File: config.mk
export PLATFORM = sky130hd
export DESIGN_NAME = ccc_charger_ctrl
export DESIGN_NICKNAME = d
export VERILOG_FILES = /design/src/rtl/ccc_pkg.sv /design/src/rtl/ccc_deglitch.sv /design/src/rtl/ccc_charger_ctrl.sv
export SDC_FILE = /design/constraint.sdc
export NUM_CORES = 1
export LEC_CHECK = 0
export ABC_AREA = 1
export ABC_CLOCK_PERIOD_IN_PS = 11850
export CAP_MARGIN = 25
export CORE_MARGIN = 4
export CORE_UTILIZATION = 28
export CTS_CLUSTER_SIZE = 25
export DETAILED_ROUTE_END_ITERATION = 16
export DONT_BUFFER_PORTS = 1
export GPL_TIMING_DRIVEN = 0
export PLACE_DENSITY = 0.52
export RECOVER_POWER = 100
export SLEW_MARGIN = 30
export SYNTH_ARGS = -nofsm -noshare
export SYNTH_HDL_FRONTEND = slang
export SYNTH_SLANG_ARGS = --single-unit
File: constraint.sdc
create_clock -name clk -period 11.85 [get_ports clk]
set_clock_uncertainty 0.05 [all_clocks]
set_input_delay 0.5925 -clock clk [delete_from_list [all_inputs] [get_ports clk]]
set_output_delay 0.5925 -clock clk [all_outputs]
set_load 0.1 [all_outputs]
File: src/rtl/ccc_pkg.sv
// Shared constants for the charger cycle controller
package ccc_pkg;

	// ----------------------------------------------------------------
	// Clock and filter timing
	// ----------------------------------------------------------------
	localparam int CLK_PERIOD_PS = 4000;
	localparam int INRANGE_RISE_MS = 50;
	localparam int INRANGE_FALL_US = 2;
	localparam int CMP_FILTER_MS = 400;
	localparam int TIMEOUT_STEP_MIN = 10;
	localparam int INRANGE_RISE_CYCLES =
		int'((64'(INRANGE_RISE_MS) * 64'd1000000000 + 64'(CLK_PERIOD_PS) - 64'd1) /
		64'(CLK_PERIOD_PS));
	localparam int INRANGE_FALL_CYCLES =
		(INRANGE_FALL_US * 1000000 + CLK_PERIOD_PS - 1) / CLK_PERIOD_PS;
	localparam int CMP_FILTER_CYCLES =
		int'((64'(CMP_FILTER_MS) * 64'd1000000000 + 64'(CLK_PERIOD_PS) - 64'd1) /
		64'(CLK_PERIOD_PS));
	localparam logic [47:0] TIMEOUT_STEP_CYCLES =
		48'((64'(TIMEOUT_STEP_MIN) * 64'd60000000000000) / 64'(CLK_PERIOD_PS));

	// ----------------------------------------------------------------
	// Register map
	// ----------------------------------------------------------------
	localparam logic [7:0] PRECHARGE_SETTINGS_ADDR = 8'h82;
	localparam logic [7:0] CHARGER_STATUS_ADDR = 8'h83;
	localparam logic [7:0] PRECHARGE_SETTINGS_RESET = 8'h00;
	localparam int PRE_CUR_LSB = 0;
	localparam int PRE_FULLRATE_LSB = 2;
	localparam int PRE_TIME_LSB = 5;
	localparam logic [1:0] PRE_CUR_OFF = 2'h0;
	localparam logic [2:0] TIMEOUT_DISABLED = 3'h0;
	localparam logic [2:0] UPPER_LIMIT_DISABLED = 3'h7;

	typedef enum logic [2:0] {
		CCC_IDLE,
		CCC_PRECHARGE,
		CCC_FULLRATE,
		CCC_CONST_VOLT,
		CCC_STANDBY,
		CCC_FAULT
	} ccc_state_t;

endpackage

File: src/rtl/ccc_deglitch.sv
// Two-flop synchroniser followed by an edge-dependent deglitch filter
`timescale 1ns/10ps
module ccc_deglitch #(
	parameter int unsigned RISE_CYCLES = 1,
	parameter int unsigned FALL_CYCLES = 1
) (
	// Clock and reset
	input wire logic clk,
	input wire logic resetn,
	// Raw level and filtered result
	input wire logic rawIn,
	output logic filtered
);
	typedef struct packed {
		logic syncA;
		logic syncB;
		logic level;
		logic [31:0] count;
	} ccc_flt_t;

	ccc_flt_t cur;
	ccc_flt_t next_cur;
	logic [31:0] limit;

	always_comb begin
		next_cur = cur;
		next_cur.syncA = rawIn;
		next_cur.syncB = cur.syncA;
		limit = cur.level ? 32'(FALL_CYCLES) : 32'(RISE_CYCLES);
		// A change must hold for the full time; any bounce restarts the count
		if (cur.syncB == cur.level) begin
			next_cur.count = 32'h0;
		end else if (cur.count + 32'h1 >= limit) begin
			next_cur.level = cur.syncB;
			next_cur.count = 32'h0;
		end else begin
			next_cur.count = cur.count + 32'h1;
		end
	end

	always_ff @(posedge clk or negedge resetn) begin
		if (!resetn) begin
			cur <= '0;
		end else begin
			cur <= next_cur;
		end
	end

	assign filtered = cur.level;
endmodule // ccc_deglitch

File: src/rtl/ccc_charger_ctrl.sv
// Charger cycle controller: input qualification, power routing and charge sequencing
//
// Behaviour
// - Charger operates only while input is above lower and, unless upper check is disabled, below upper threshold.
// - Lower threshold tracks battery plus offset, optional absolute minimum check.
// - Upper threshold has seven levels or a disabled setting.
// - Total input current limited to the input current limit code.
// - High current mode ignores the input current limit.
// - Status pin, when selected, is low while input is in range.
// - System supply on while input in range, except standby with supply off.
// - System branch has priority; battery current is reduced near the limit.
// - System reaching input limit turns the routing switch on.
// - After overload switch-on, system limit uses the battery limit code.
// - Limit disable bit lets the system draw without switching on.
// - With switch on, cycle decisions continue but do not drive charging.
// - Standby supply on: rail fed from battery through switch.
// - Standby supply off: rail isolated except in high current mode; system branch disabled.
// - Valid input starts precharge; zero current field disables precharge current.
// - Precharge settings live at 0x82 and persist while powered.
// - Battery at full-rate level moves precharge to full-rate charging.
// - Precharge beyond its time limit isolates battery and stops charging.
// - Termination voltage moves to constant voltage with end-of-charge watch.
// - End-of-charge disables battery branch and enters standby.
// - Full-charge timeout ends charging to standby; restart reinitiates the cycle.
// - End-of-charge needs current below level for the full filter time.
// - Restart needs battery below restart level for the full filter time.
// - Full-rate, restart and end-of-charge comparators deglitched for 400 ms.
// - Input-in-range deglitched 50 ms rising, 2 us falling.
`timescale 1ns/10ps
module ccc_charger_ctrl
	import ccc_pkg::*;
#(
	parameter int unsigned INRANGE_RISE = ccc_pkg::INRANGE_RISE_CYCLES,
	parameter int unsigned CMP_FILTER = ccc_pkg::CMP_FILTER_CYCLES,
	parameter logic [47:0] TIMEOUT_STEP = ccc_pkg::TIMEOUT_STEP_CYCLES
) (
	// Clock and reset
	input wire logic clk,
	input wire logic resetn,
	// Register port
	input wire logic [7:0] regAddr,
	input wire logic regWrite,
	input wire logic [7:0] regWdata,
	output logic [7:0] regRdata,
	// Analog comparator results
	input wire logic inputAboveBattOffset,
	input wire logic inputAboveAbsMin,
	input wire logic inputBelowUpper,
	input wire logic battAboveFullRate,
	input wire logic battAtTerm,
	input wire logic chargeCurBelowEoc,
	input wire logic battBelowRestart,
	input wire logic systemAtInputLimit,
	input wire logic totalNearInputLimit,
	// Configuration
	input wire logic absMinEnable,
	input wire logic [2:0] upperLimitSel,
	input wire logic [3:0] input_current_limit_code,
	input wire logic [3:0] battery_current_limit_code,
	input wire logic highCurrentMode,
	input wire logic system_limit_disable_bit,
	input wire logic standbySupplyOn,
	input wire logic statusPinSelect,
	input wire logic [2:0] fullTimeoutCode,
	// Analog controls
	output logic [2:0] upperThresholdSel,
	output logic absMinCheck,
	output logic [2:0] fullRateLevelSel,
	output logic [1:0] precharge_current_field,
	output logic inputLimitEnable,
	output logic [3:0] inputLimitCode,
	output logic sysLimitEnable,
	output logic [3:0] sysLimitCode,
	output logic battThrottle,
	output logic battBranchEnable,
	output logic sysSupplyEnable,
	output logic routeSwitchOn,
	// Status
	output logic statusPin,
	output logic inRange,
	output ccc_pkg::ccc_state_t chargeState
);
	import ccc_pkg::*;

	// ----------------------------------------------------------------
	// Comparator synchronising and filtering
	// ----------------------------------------------------------------
	logic lowerOk;
	logic absMinOk;
	logic upperOk;
	logic rangeRaw;
	logic fullRateOk;
	logic termReached;
	logic eocOk;
	logic restartOk;
	logic sysOverload;
	logic nearLimit;

	ccc_deglitch #(.RISE_CYCLES(1), .FALL_CYCLES(1)) uLower (
		.clk(clk), .resetn(resetn), .rawIn(inputAboveBattOffset), .filtered(lowerOk));
	ccc_deglitch #(.RISE_CYCLES(1), .FALL_CYCLES(1)) uAbsMin (
		.clk(clk), .resetn(resetn), .rawIn(inputAboveAbsMin), .filtered(absMinOk));
	ccc_deglitch #(.RISE_CYCLES(1), .FALL_CYCLES(1)) uUpper (
		.clk(clk), .resetn(resetn), .rawIn(inputBelowUpper), .filtered(upperOk));
	ccc_deglitch #(.RISE_CYCLES(1), .FALL_CYCLES(1)) uTerm (
		.clk(clk), .resetn(resetn), .rawIn(battAtTerm), .filtered(termReached));
	ccc_deglitch #(.RISE_CYCLES(1), .FALL_CYCLES(1)) uOverload (
		.clk(clk), .resetn(resetn), .rawIn(systemAtInputLimit), .filtered(sysOverload));
	ccc_deglitch #(.RISE_CYCLES(1), .FALL_CYCLES(1)) uNear (
		.clk(clk), .resetn(resetn), .rawIn(totalNearInputLimit), .filtered(nearLimit));

	assign rangeRaw = lowerOk && (!absMinEnable || absMinOk) &&
		(upperLimitSel == UPPER_LIMIT_DISABLED || upperOk);

	ccc_deglitch #(.RISE_CYCLES(INRANGE_RISE), .FALL_CYCLES(INRANGE_FALL_CYCLES)) uRange (
		.clk(clk), .resetn(resetn), .rawIn(rangeRaw), .filtered(inRange));
	ccc_deglitch #(.RISE_CYCLES(CMP_FILTER), .FALL_CYCLES(CMP_FILTER)) uFullRate (
		.clk(clk), .resetn(resetn), .rawIn(battAboveFullRate), .filtered(fullRateOk));
	ccc_deglitch #(.RISE_CYCLES(CMP_FILTER), .FALL_CYCLES(CMP_FILTER)) uEoc (
		.clk(clk), .resetn(resetn), .rawIn(chargeCurBelowEoc), .filtered(eocOk));
	ccc_deglitch #(.RISE_CYCLES(CMP_FILTER), .FALL_CYCLES(CMP_FILTER)) uRestart (
		.clk(clk), .resetn(resetn), .rawIn(battBelowRestart), .filtered(restartOk));

	// ----------------------------------------------------------------
	// State
	// ----------------------------------------------------------------
	typedef struct packed {
		ccc_state_t state;
		logic [7:0] preSettings;
		logic [47:0] preTimer;
		logic [47:0] fullTimer;
		logic overload;
		logic cycleDone;
		logic [7:0] rdata;
	} ccc_ctrl_t;

	ccc_ctrl_t cur;
	ccc_ctrl_t next_cur;
	logic [2:0] preTimeCode;
	logic [47:0] preLimit;
	logic [47:0] fullLimit;
	logic preExpired;
	logic fullExpired;
	logic standby;

	assign preTimeCode = cur.preSettings[PRE_TIME_LSB +: 3];
	assign preLimit = 48'(TIMEOUT_STEP * 48'(preTimeCode));
	assign fullLimit = 48'(TIMEOUT_STEP * 48'(fullTimeoutCode));
	assign preExpired = preTimeCode != TIMEOUT_DISABLED && cur.preTimer >= preLimit;
	assign fullExpired = fullTimeoutCode != TIMEOUT_DISABLED && cur.fullTimer >= fullLimit;
	assign standby = cur.state == CCC_STANDBY;

	// ----------------------------------------------------------------
	// Next-state logic
	// ----------------------------------------------------------------
	always_comb begin
		next_cur = cur;
		if (regWrite && regAddr == PRECHARGE_SETTINGS_ADDR) begin
			next_cur.preSettings = regWdata;
		end
		if (regAddr == PRECHARGE_SETTINGS_ADDR) begin
			next_cur.rdata = cur.preSettings;
		end else if (regAddr == CHARGER_STATUS_ADDR) begin
			next_cur.rdata = {cur.cycleDone, cur.overload, routeSwitchOn, inRange, 1'b0,
				cur.state};
		end else begin
			next_cur.rdata = 8'h00;
		end

		// The overload latch only clears on standby entry or loss of input
		if (inRange && sysOverload && !system_limit_disable_bit && !highCurrentMode &&
				!standby) begin
			next_cur.overload = 1'b1;
		end

		if (!inRange) begin
			next_cur.state = CCC_IDLE;
			next_cur.preTimer = 48'h0;
			next_cur.fullTimer = 48'h0;
			next_cur.overload = 1'b0;
			next_cur.cycleDone = 1'b0;
		end else begin
			unique case (cur.state)
				CCC_IDLE: begin
					next_cur.state = CCC_PRECHARGE;
					next_cur.preTimer = 48'h0;
				end
				CCC_PRECHARGE: begin
					next_cur.preTimer = cur.preTimer + 48'h1;
					if (fullRateOk) begin
						next_cur.state = CCC_FULLRATE;
						next_cur.fullTimer = 48'h0;
					end else if (preExpired) begin
						next_cur.state = CCC_FAULT;
					end
				end
				CCC_FULLRATE: begin
					next_cur.fullTimer = cur.fullTimer + 48'h1;
					if (fullExpired) begin
						next_cur.state = CCC_STANDBY;
						next_cur.cycleDone = 1'b1;
						next_cur.overload = 1'b0;
					end else if (termReached) begin
						next_cur.state = CCC_CONST_VOLT;
					end
				end
				CCC_CONST_VOLT: begin
					next_cur.fullTimer = cur.fullTimer + 48'h1;
					if (eocOk || fullExpired) begin
						next_cur.state = CCC_STANDBY;
						next_cur.cycleDone = 1'b1;
						next_cur.overload = 1'b0;
					end
				end
				CCC_STANDBY: begin
					if (cur.cycleDone && restartOk) begin
						next_cur.state = CCC_PRECHARGE;
						next_cur.preTimer = 48'h0;
						next_cur.fullTimer = 48'h0;
					end
				end
				CCC_FAULT: begin
					// Stays isolated until the input goes away
					next_cur.state = CCC_FAULT;
				end
				default: begin
					next_cur.state = CCC_IDLE;
				end
			endcase
		end
	end

	always_ff @(posedge clk or negedge resetn) begin
		if (!resetn) begin
			cur.state <= CCC_IDLE;
			cur.preSettings <= PRECHARGE_SETTINGS_RESET;
			cur.preTimer <= 48'h0;
			cur.fullTimer <= 48'h0;
			cur.overload <= 1'b0;
			cur.cycleDone <= 1'b0;
			cur.rdata <= 8'h00;
		end else begin
			cur <= next_cur;
		end
	end

	// ----------------------------------------------------------------
	// Outputs
	// ----------------------------------------------------------------
	logic charging;

	assign chargeState = cur.state;
	assign regRdata = cur.rdata;
	assign upperThresholdSel = upperLimitSel;
	assign absMinCheck = absMinEnable;
	assign fullRateLevelSel = cur.preSettings[PRE_FULLRATE_LSB +: 3];
	assign precharge_current_field = cur.preSettings[PRE_CUR_LSB +: 2];

	assign inputLimitEnable = !highCurrentMode;
	assign inputLimitCode = input_current_limit_code;
	assign sysLimitEnable = !highCurrentMode && !system_limit_disable_bit;
	assign sysLimitCode = cur.overload ? battery_current_limit_code : input_current_limit_code;

	// No input, overload, high current mode or standby with supply kept on
	assign routeSwitchOn = !inRange || highCurrentMode ||
		(standby ? standbySupplyOn : cur.overload);

	// Cycle keeps running while the switch is on but only gates the branch here
	assign charging = (cur.state == CCC_PRECHARGE && precharge_current_field != PRE_CUR_OFF) ||
		cur.state == CCC_FULLRATE || cur.state == CCC_CONST_VOLT;
	assign battBranchEnable = inRange && charging && !routeSwitchOn;
	assign battThrottle = battBranchEnable && nearLimit && inputLimitEnable;
	assign sysSupplyEnable = inRange && !(standby && !standbySupplyOn);
	assign statusPin = statusPinSelect ? !inRange : 1'b1;

	// ----------------------------------------------------------------
	// Checks
	// ----------------------------------------------------------------
	AST_RANGE_IDLE: assert property (@(posedge clk) disable iff (!resetn)
		!inRange |=> chargeState == CCC_IDLE && !battBranchEnable)
		else $error("sequencer not idle after input loss");

	AST_STATUS_PIN: assert property (@(posedge clk) disable iff (!resetn)
		statusPinSelect |-> statusPin != inRange)
		else $error("status pin does not follow input range");

	AST_PRE_ENTRY: assert property (@(posedge clk) disable iff (!resetn)
		chargeState == CCC_IDLE && inRange |=> chargeState == CCC_PRECHARGE)
		else $error("precharge not entered on valid input");

	AST_PRE_TIMEOUT: assert property (@(posedge clk) disable iff (!resetn)
		chargeState == CCC_PRECHARGE && inRange && !fullRateOk && preExpired
		|=> chargeState == CCC_FAULT ##1 !battBranchEnable)
		else $error("precharge timeout did not isolate battery");

	AST_SYS_LIMIT: assert property (@(posedge clk) disable iff (!resetn)
		$rose(cur.overload) |-> sysLimitCode == battery_current_limit_code && routeSwitchOn)
		else $error("system limit not moved to battery code");

	AST_SWITCH_NO_CHG: assert property (@(posedge clk) disable iff (!resetn)
		routeSwitchOn |-> !battBranchEnable)
		else $error("battery branch on with routing switch on");

	// Loss of input or high current mode turn the switch on whatever the standby option
	AST_STANDBY_OFF: assert property (@(posedge clk) disable iff (!resetn)
		chargeState == CCC_STANDBY && !standbySupplyOn && inRange && !highCurrentMode
		|-> !sysSupplyEnable && !routeSwitchOn)
		else $error("standby supply off not honoured");

	AST_SWITCH_DECIDE: assert property (@(posedge clk) disable iff (!resetn)
		routeSwitchOn && inRange && chargeState == CCC_CONST_VOLT && eocOk
		|=> chargeState == CCC_STANDBY)
		else $error("cycle decision lost while routing switch on");

	AST_RESTART: assert property (@(posedge clk) disable iff (!resetn)
		chargeState == CCC_STANDBY && inRange && restartOk |=> chargeState == CCC_PRECHARGE)
		else $error("restart did not reinitiate the cycle");

	AST_EOC: assert property (@(posedge clk) disable iff (!resetn)
		chargeState == CCC_CONST_VOLT && inRange && eocOk
		|=> chargeState == CCC_STANDBY && !battBranchEnable)
		else $error("end of charge did not reach standby");

	AST_HC_LIMIT: assert property (@(posedge clk) disable iff (!resetn)
		highCurrentMode |-> !inputLimitEnable && !battThrottle)
		else $error("input limit active in high current mode");

	AST_TIMER_CLEAR: assert property (@(posedge clk) disable iff (!resetn)
		!inRange |=> cur.preTimer == 48'h0 && cur.fullTimer == 48'h0)
		else $error("timeout counters not cleared");
endmodule // ccc_charger_ctrl

* After elaboration in Yosys (flattened, before gate mapping) *
Index checks and enable logic that the tools add are counted.

cells by class
  $add $sub $neg = 12
  multipliers = 2
  divide/modulo/power cells = 0
  order comparisons = 12
  equality and inequality tests = 27
  shift-type cells = 0
  muxes and demuxes = 43
  bitwise operators = 10
  reduce and logical (&&, ||, !) cells = 52

operator list
  operator               count
  $mux 32                20
  $add 32x1->32 const B  10
  $pmux 48 s3            2
  $ge 32x1->1 const B    6
  $mux 98                1
  $add 48x1->48 const B  2
  $ge 32x27->1 const B   3
  $ge 48x41->1           2
  $mux 96                1
  $mul 28x3->31 const A  2
  $mux 48                1
  $ge 32x32->1           1
  $mux 24                1
  $reduce_and 2->1       11
  $mux 3                 7
  $logic_and 1x1->1      18
  $pmux 3 s6             1
  $eq 8x8->1 const B     2
  $mux 8                 2
  $ne 3x3->1 const B     4
  $ne 4x4->1 const B     3
  $eq 1x1->1             10
  $not 1->1              10
  $eq 3x3->1 const B     3
  other kinds (16)       35

storage, ports and cells
  flip-flop bits (word level) = 467
  bits in latches = 0
  RAM bits = 0
  bits in read-only memories = 0
  bits of input ports = 47
  word-level logic and storage cells = 205
  memories = 0

* Longest topological paths before layout *
  word-level depth = 8
  depth in mapped cells = 27
  depth with buffers taken out = 26

* Hierarchy *
A second synthesis with hierarchy kept.

second synthesis, totals
  cell total of the unflattened synthesis = 4736
  area, all modules = 33860.0 um2

by module, submodules not included
  module                      instances  cells each  area each (um2)
  ccc_deglitch (uAbsMin ...)  6          301         2148.3
  ccc_charger_ctrl            1          1471        10447.5
  ccc_deglitch (uEoc ...)     3          366         2655.0
  ccc_deglitch (uRange)       1          361         2557.5

* Worst setup path before layout *
Ideal clock, no wire load.

  path kind = register -> output
  from = reg uRange.cur, in the netlist uRange.filtered
  to = out battThrottle
  data arrival time = 4.644 ns
  data required time = 11.208 ns
  path slack = 6.564 ns
  stages on the path, launching flop included = 6
  cell sequence = dfrtp_1 -> inv_1 -> clkbuf_1 -> nor3_1 -> inv_1 -> nor3_1

on the way
  cells in the longest elaborated chain, start to end = 7

ends and longest elaborated chain
  element                         line                     RTL
  start: declaration              ccc_deglitch.sv:21       ccc_flt_t cur;
  start signal: assignment        ccc_deglitch.sv:45       cur <= next_cur;
  $logic_not 1->1                 ccc_charger_ctrl.sv:265  assign routeSwitchOn = !inRange || highCurrentMode ||
  $logic_or 1x1->1 (2 in a row)   ccc_charger_ctrl.sv:265
  named net routeSwitchOn         ccc_charger_ctrl.sv:77   output logic routeSwitchOn,
  $logic_not 1->1                 ccc_charger_ctrl.sv:271  assign battBranchEnable = inRange && charging && !routeSwitchOn;
  $logic_and 1x1->1               ccc_charger_ctrl.sv:271
  $logic_and 1x1->1 (2 in a row)  ccc_charger_ctrl.sv:272  assign battThrottle = battBranchEnable && nearLimit && inputLimitEnable;
  end: declaration                ccc_charger_ctrl.sv:74   output logic battThrottle,

The timed path passes the listed nets, and every way through them passes these cells.

* Worst setup path in the final report *
  from = reg uRange.cur, in the netlist uRange.filtered
  to = out battBranchEnable

on the way
  cells in the longest elaborated chain, start to end = 5

ends and longest elaborated chain
  element                        line                     RTL
  $logic_not 1->1                ccc_charger_ctrl.sv:265
  $logic_or 1x1->1 (2 in a row)  ccc_charger_ctrl.sv:265
  named net routeSwitchOn        ccc_charger_ctrl.sv:77
  $logic_not 1->1                ccc_charger_ctrl.sv:271
  $logic_and 1x1->1              ccc_charger_ctrl.sv:271
  end: declaration               ccc_charger_ctrl.sv:75   output logic battBranchEnable,

The timed path passes the listed nets, and every way through them passes these cells.

==> key figures <==
Run status
  – Violations in the final reports: max-capacitance violations, max-slew violations
  – Run status: finished with violations

Global routing
  – GRT Total Usage: 14.25%
  – Number of global-route vias before repair: 26,654
  – Gr ovfl total: 0
  – Wire length of the first global-routing pass: 137,200 µm
  – Number of antenna violations at the first check in global routing: 3
  – Maximum number of pins on one net before global-route repair: 468

STA
  – Ratio of final minimum period to clock period: 59.56%
  – Worst slew margin: -108.5%
  – Final Hold Violating Endpoints: 0
  – Setup repair after global routing missed its margin: no
  – Setup violators final: 0
  – Count of pins over their slew limit: 77
  – Setup ws final: 4.792 ns
  – Worst Hold Slack: 0.09422 ns
  – Setup TNS: 0 ns
  – Highest attainable clock frequency: 141.7 MHz
  – Final Critical Period: 7.058 ns
  – Transition at the pin with the smallest max-transition slack: 3.127 ns

Finish
  – Filler Cell Count: 11,904
  – Ant diodes: 0
  – Final non-filler cell total: 6,263
  – Reg area: 11,690 µm²
  – Number of nets in the layout: 4,913
  – Area of combinational cells with multiple inputs: 17,530 µm²
  – Syn-to-layout area delta: 15.38%
  – Fraction of final layout cells sized beyond drive strength 1: 3.906%

Power and ir drop
  – Internal power component: 0.003006 W
  – Power after layout: 0.004118 W
  – Max rail drop VDD: 107.8 µV
  – Part of the total power dissipated in sequential elements: 41.1%
  – Power density over cell area: 115.0 nW/µm²
  – Combinational Power Share: 11.2%
  – Clock network fraction of total power: 47.7%
  – Leak pwr: 15.94 nW
  – Fraction of power spent switching nets: 27.00%
  – Net load switching power: 0.001112 W

Worst hold path
  – Class of the tightest hold or removal check: in2reg

Die
  – Initial standard-cell utilization of the core: 28.35%
  – Num rows: 121
  – Chip height: 340.9 µm
  – Std-Cell Core Area: 109,500 µm²
  – Die outline area: 116,200 µm²
  – Width of the chip: 340.9 µm
  – Number of placed I/O pins: 83

Yosys
  – Area of the mapped netlist: 31,030 µm²
  – Post-synth ARST share: 100.0%
  – Ranking of synthesized cells by area: sky130_fd_sc_hd__dfrtp_1, sky130_fd_sc_hd__nand2_1, sky130_fd_sc_hd__nor2_1, sky130_fd_sc_hd__inv_1, sky130_fd_sc_hd__ha_1
  – Per-instance average area after synthesis: 6.972 µm²
  – Seq/Total Area, Yosys: 37.66%
  – Flops & latches, synth: 467
  – Fraction of synthesized cell area taken by the top area cell type: 37.66%
  – Most used flip-flop cell after synthesis: sky130_fd_sc_hd__dfrtp_1
  – Total of warnings raised by yosys: 0
  – Number of flops mapped to enable cells by yosys: 0
  – Synth Instances: 4,450
  – Library cell occupying the most area in the post-synthesis netlist: sky130_fd_sc_hd__dfrtp_1
  – Number of distinct library cells after synthesis: 55

Placed design
  – Routability Congestion: 0.8948
  – Post-placement setup slack: 7.025 ns
  – Half-perimeter wire length after detailed placement: 64,010 µm
  – IO buf count: 0
  – Number of instances in the placed design: 6,130

Critical path
  – Category of the worst setup path launch point: flip-flop
  – Category of the worst setup path capture point: output pin
  – Peak fanout along the critical path: 17
  – Critical path data arrival time: 6.42 ns
  – Critical path type: reg2out
  – Critical path data required time: 11.21 ns

Route
  – First drt pass iteration count: 6
  – Per-cell routed wire length: 13.27 µm
  – Vias post-DR: 27,785
  – Residual DRC: 0
  – WL final: 83,120 µm
  – Average via count per standard cell: 4.436
  – Initial DRC Count: 1,799
  – Final ANT Viol Nets: 0

Clock network
  – Number of resized instances in the post-cts repair step: 0
  – Total clock buffers created by CTS: 59
  – CTS root buffer: sky130_fd_sc_hd__clkbuf_16
  – TritonCTS clock tree: yes
  – Clock-pin slew of the registers on the worst-case setup and hold paths: 0.05 ns
  – Clock sinks: 467
  – Number of H-tree branching levels: 2
  – Clock latency on the worst-skew pair: 0.66 ns
  – Clock Tree Buf Depth: 3

Job
  – Max Cap Violations: 4
[metal layers]
metal  vias to the layer above  GRT usage [%]  part of all wire [%]
met5                         -              0                 0.016
met4                         2          4.063                   2.4
met3                       114          2.182                   4.9
met2                       478          23.25                    45
met1                     12675          19.59                    48
li1                      14516              -                     -
[state kept, by name, indices dropped and copies added, names as in the netlist, 2 cells and up]
signal                   count
cur                        101
uAbsMin.cur                 34
uEoc.cur                    34
uFullRate.cur               34
uLower.cur                  34
uNear.cur                   34
uOverload.cur               34
uRange.cur                  34
uRestart.cur                34
uTerm.cur                   34
uUpper.cur                  34
regRdata                     8
chargeState                  3
fullRateLevelSel             3
precharge_current_field      2
[through the flow]
stage	area (µm²)	utilization, %
3_3_place_gp	33630	30.73
6_report	35800	32.71
5_1_grt	35800	32.71
2_1_floorplan	31790	-
4_1_cts	36030	32.91
3_5_place_dp	33680	30.77
[power groups by stage]
stage	sequential (W)	combinational, W	clock (W)
detailed placement	0.00172	0.000429	0
floorplan	0.00170	0.000340	0
global placement	0.00172	0.000425	0
global route	0.00170	0.000539	0.00211
CTS	0.00169	0.000471	0.00204
finish	0.00169	0.000463	0.00196
[synth_stat cells, types with 3 or more instances]
cell and instances:
sky130_fd_sc_hd__nand2_1 1323, sky130_fd_sc_hd__nor2_1 760, sky130_fd_sc_hd__inv_1 544, sky130_fd_sc_hd__dfrtp_1 467, sky130_fd_sc_hd__nand3_1 259, sky130_fd_sc_hd__xor2_1 151
sky130_fd_sc_hd__nand4_1 133, sky130_fd_sc_hd__ha_1 121, sky130_fd_sc_hd__a21oi_1 110, sky130_fd_sc_hd__nor3_1 101, sky130_fd_sc_hd__o21ai_0 89, sky130_fd_sc_hd__xnor2_1 45
sky130_fd_sc_hd__nor2_2 39, sky130_fd_sc_hd__nand3b_1 29, sky130_fd_sc_hd__buf_4 27, sky130_fd_sc_hd__nor4_1 25, sky130_fd_sc_hd__o21bai_1 23, sky130_fd_sc_hd__nor2_4 17
sky130_fd_sc_hd__nand2_2 16, sky130_fd_sc_hd__clkbuf_1 15, sky130_fd_sc_hd__o31ai_1 14, sky130_fd_sc_hd__nor3b_1 10, sky130_fd_sc_hd__o21ai_1 10, sky130_fd_sc_hd__o22ai_1 10
sky130_fd_sc_hd__a22oi_1 9, sky130_fd_sc_hd__o21a_1 9, sky130_fd_sc_hd__buf_6 8, sky130_fd_sc_hd__inv_2 8, sky130_fd_sc_hd__nand3_2 8, sky130_fd_sc_hd__and2_1 7
sky130_fd_sc_hd__and3_1 7, sky130_fd_sc_hd__fa_1 6, sky130_fd_sc_hd__a21o_1 5, sky130_fd_sc_hd__nor3_2 5, sky130_fd_sc_hd__or2_2 5, sky130_fd_sc_hd__a21boi_0 4
sky130_fd_sc_hd__a31oi_1 4, sky130_fd_sc_hd__nand3_4 3
[final timing paths]
path | cells after the start | slack, ns | from | endpoint
setup reg to reg | 21 | 6.73 | cur[111]$_DFFE_PN0P_ | chargeState[2]$_DFFE_PN0P_
hold / removal | 2 | 0.09 | upperLimitSel[0] | uRange.cur[34]$_DFF_PN0_
hold reg to reg | 0 | 0.30 | uEoc.cur[34]$_DFF_PN0_ | uEoc.cur[33]$_DFF_PN0_
max in group asynchronous | 5 | 7.58 | resetn | uUpper.cur[22]$_DFF_PN0_
setup / recovery | 5 | 4.79 | uRange.filtered$_DFFE_PN0P_ | battBranchEnable
min in group asynchronous | 2 | 1.53 | resetn | uOverload.cur[0]$_DFF_PN0_
[cells by family (layout without fill, tap and decap cells)]
logic type | Yosys count | after routing | synth area share (%)
and+or+nand+nor | 2751 | 2751 | 38.04
adders and majority gates | 127 | 127 | 5.267
xor gates and xnor gates | 196 | 196 | 5.533
AOI/OAI and AO/OA | 302 | 302 | 5.629
other | 1 | 203 | 0.01209
DFF | 467 | 467 | 37.66
buffers and inverters | 606 | 741 | 7.860
[area by class of cell]
| cell class | instances | share of cell area (%) |
|---|---|---|
| Clock buffer | 81 | 4.666 |
| Inverter | 552 | 5.788 |
| Sequential cell | 467 | 32.64 |
| Timing Repair Buffer | 26 | 0.9227 |
| Buffer | 54 | 0.5767 |
| Multi-Input combinational cell | 3579 | 48.95 |
| Tap cell | 1476 | 5.158 |
| Clock inverter | 28 | 1.293 |
[layout by cell type (no fill, tap or decap), types with 45 or more instances in the layout]
cell	count
sky130_fd_sc_hd__a21oi_1	110
sky130_fd_sc_hd__clkbuf_1	66
sky130_fd_sc_hd__clkbuf_16	60
sky130_fd_sc_hd__conb_1	203
sky130_fd_sc_hd__dfrtp_1	467
sky130_fd_sc_hd__ha_1	121
sky130_fd_sc_hd__inv_1	545
sky130_fd_sc_hd__nand2_1	1327
sky130_fd_sc_hd__nand3_1	266
sky130_fd_sc_hd__nand4_1	134
sky130_fd_sc_hd__nor2_1	769
sky130_fd_sc_hd__nor3_1	102
sky130_fd_sc_hd__o21ai_0	95
sky130_fd_sc_hd__xnor2_1	45
sky130_fd_sc_hd__xor2_1	151
[critical path, cell delays in order, from the launching register on]
cell	delay [ns]
sky130_fd_sc_hd__dfrtp_1	1.57
sky130_fd_sc_hd__inv_1	0.41
sky130_fd_sc_hd__clkbuf_1	0.35
sky130_fd_sc_hd__nor3_1	0.72
sky130_fd_sc_hd__clkinv_1	1.02
sky130_fd_sc_hd__nor2_1	1.66
[repair_timing]
item / in CTS / in global routing
hold buffers: 19 / 1
buffers inserted: 0 / 0
endpoints found under the hold margin: 485 / 56
Note: power is estimated with default switching activity, not from simulation.
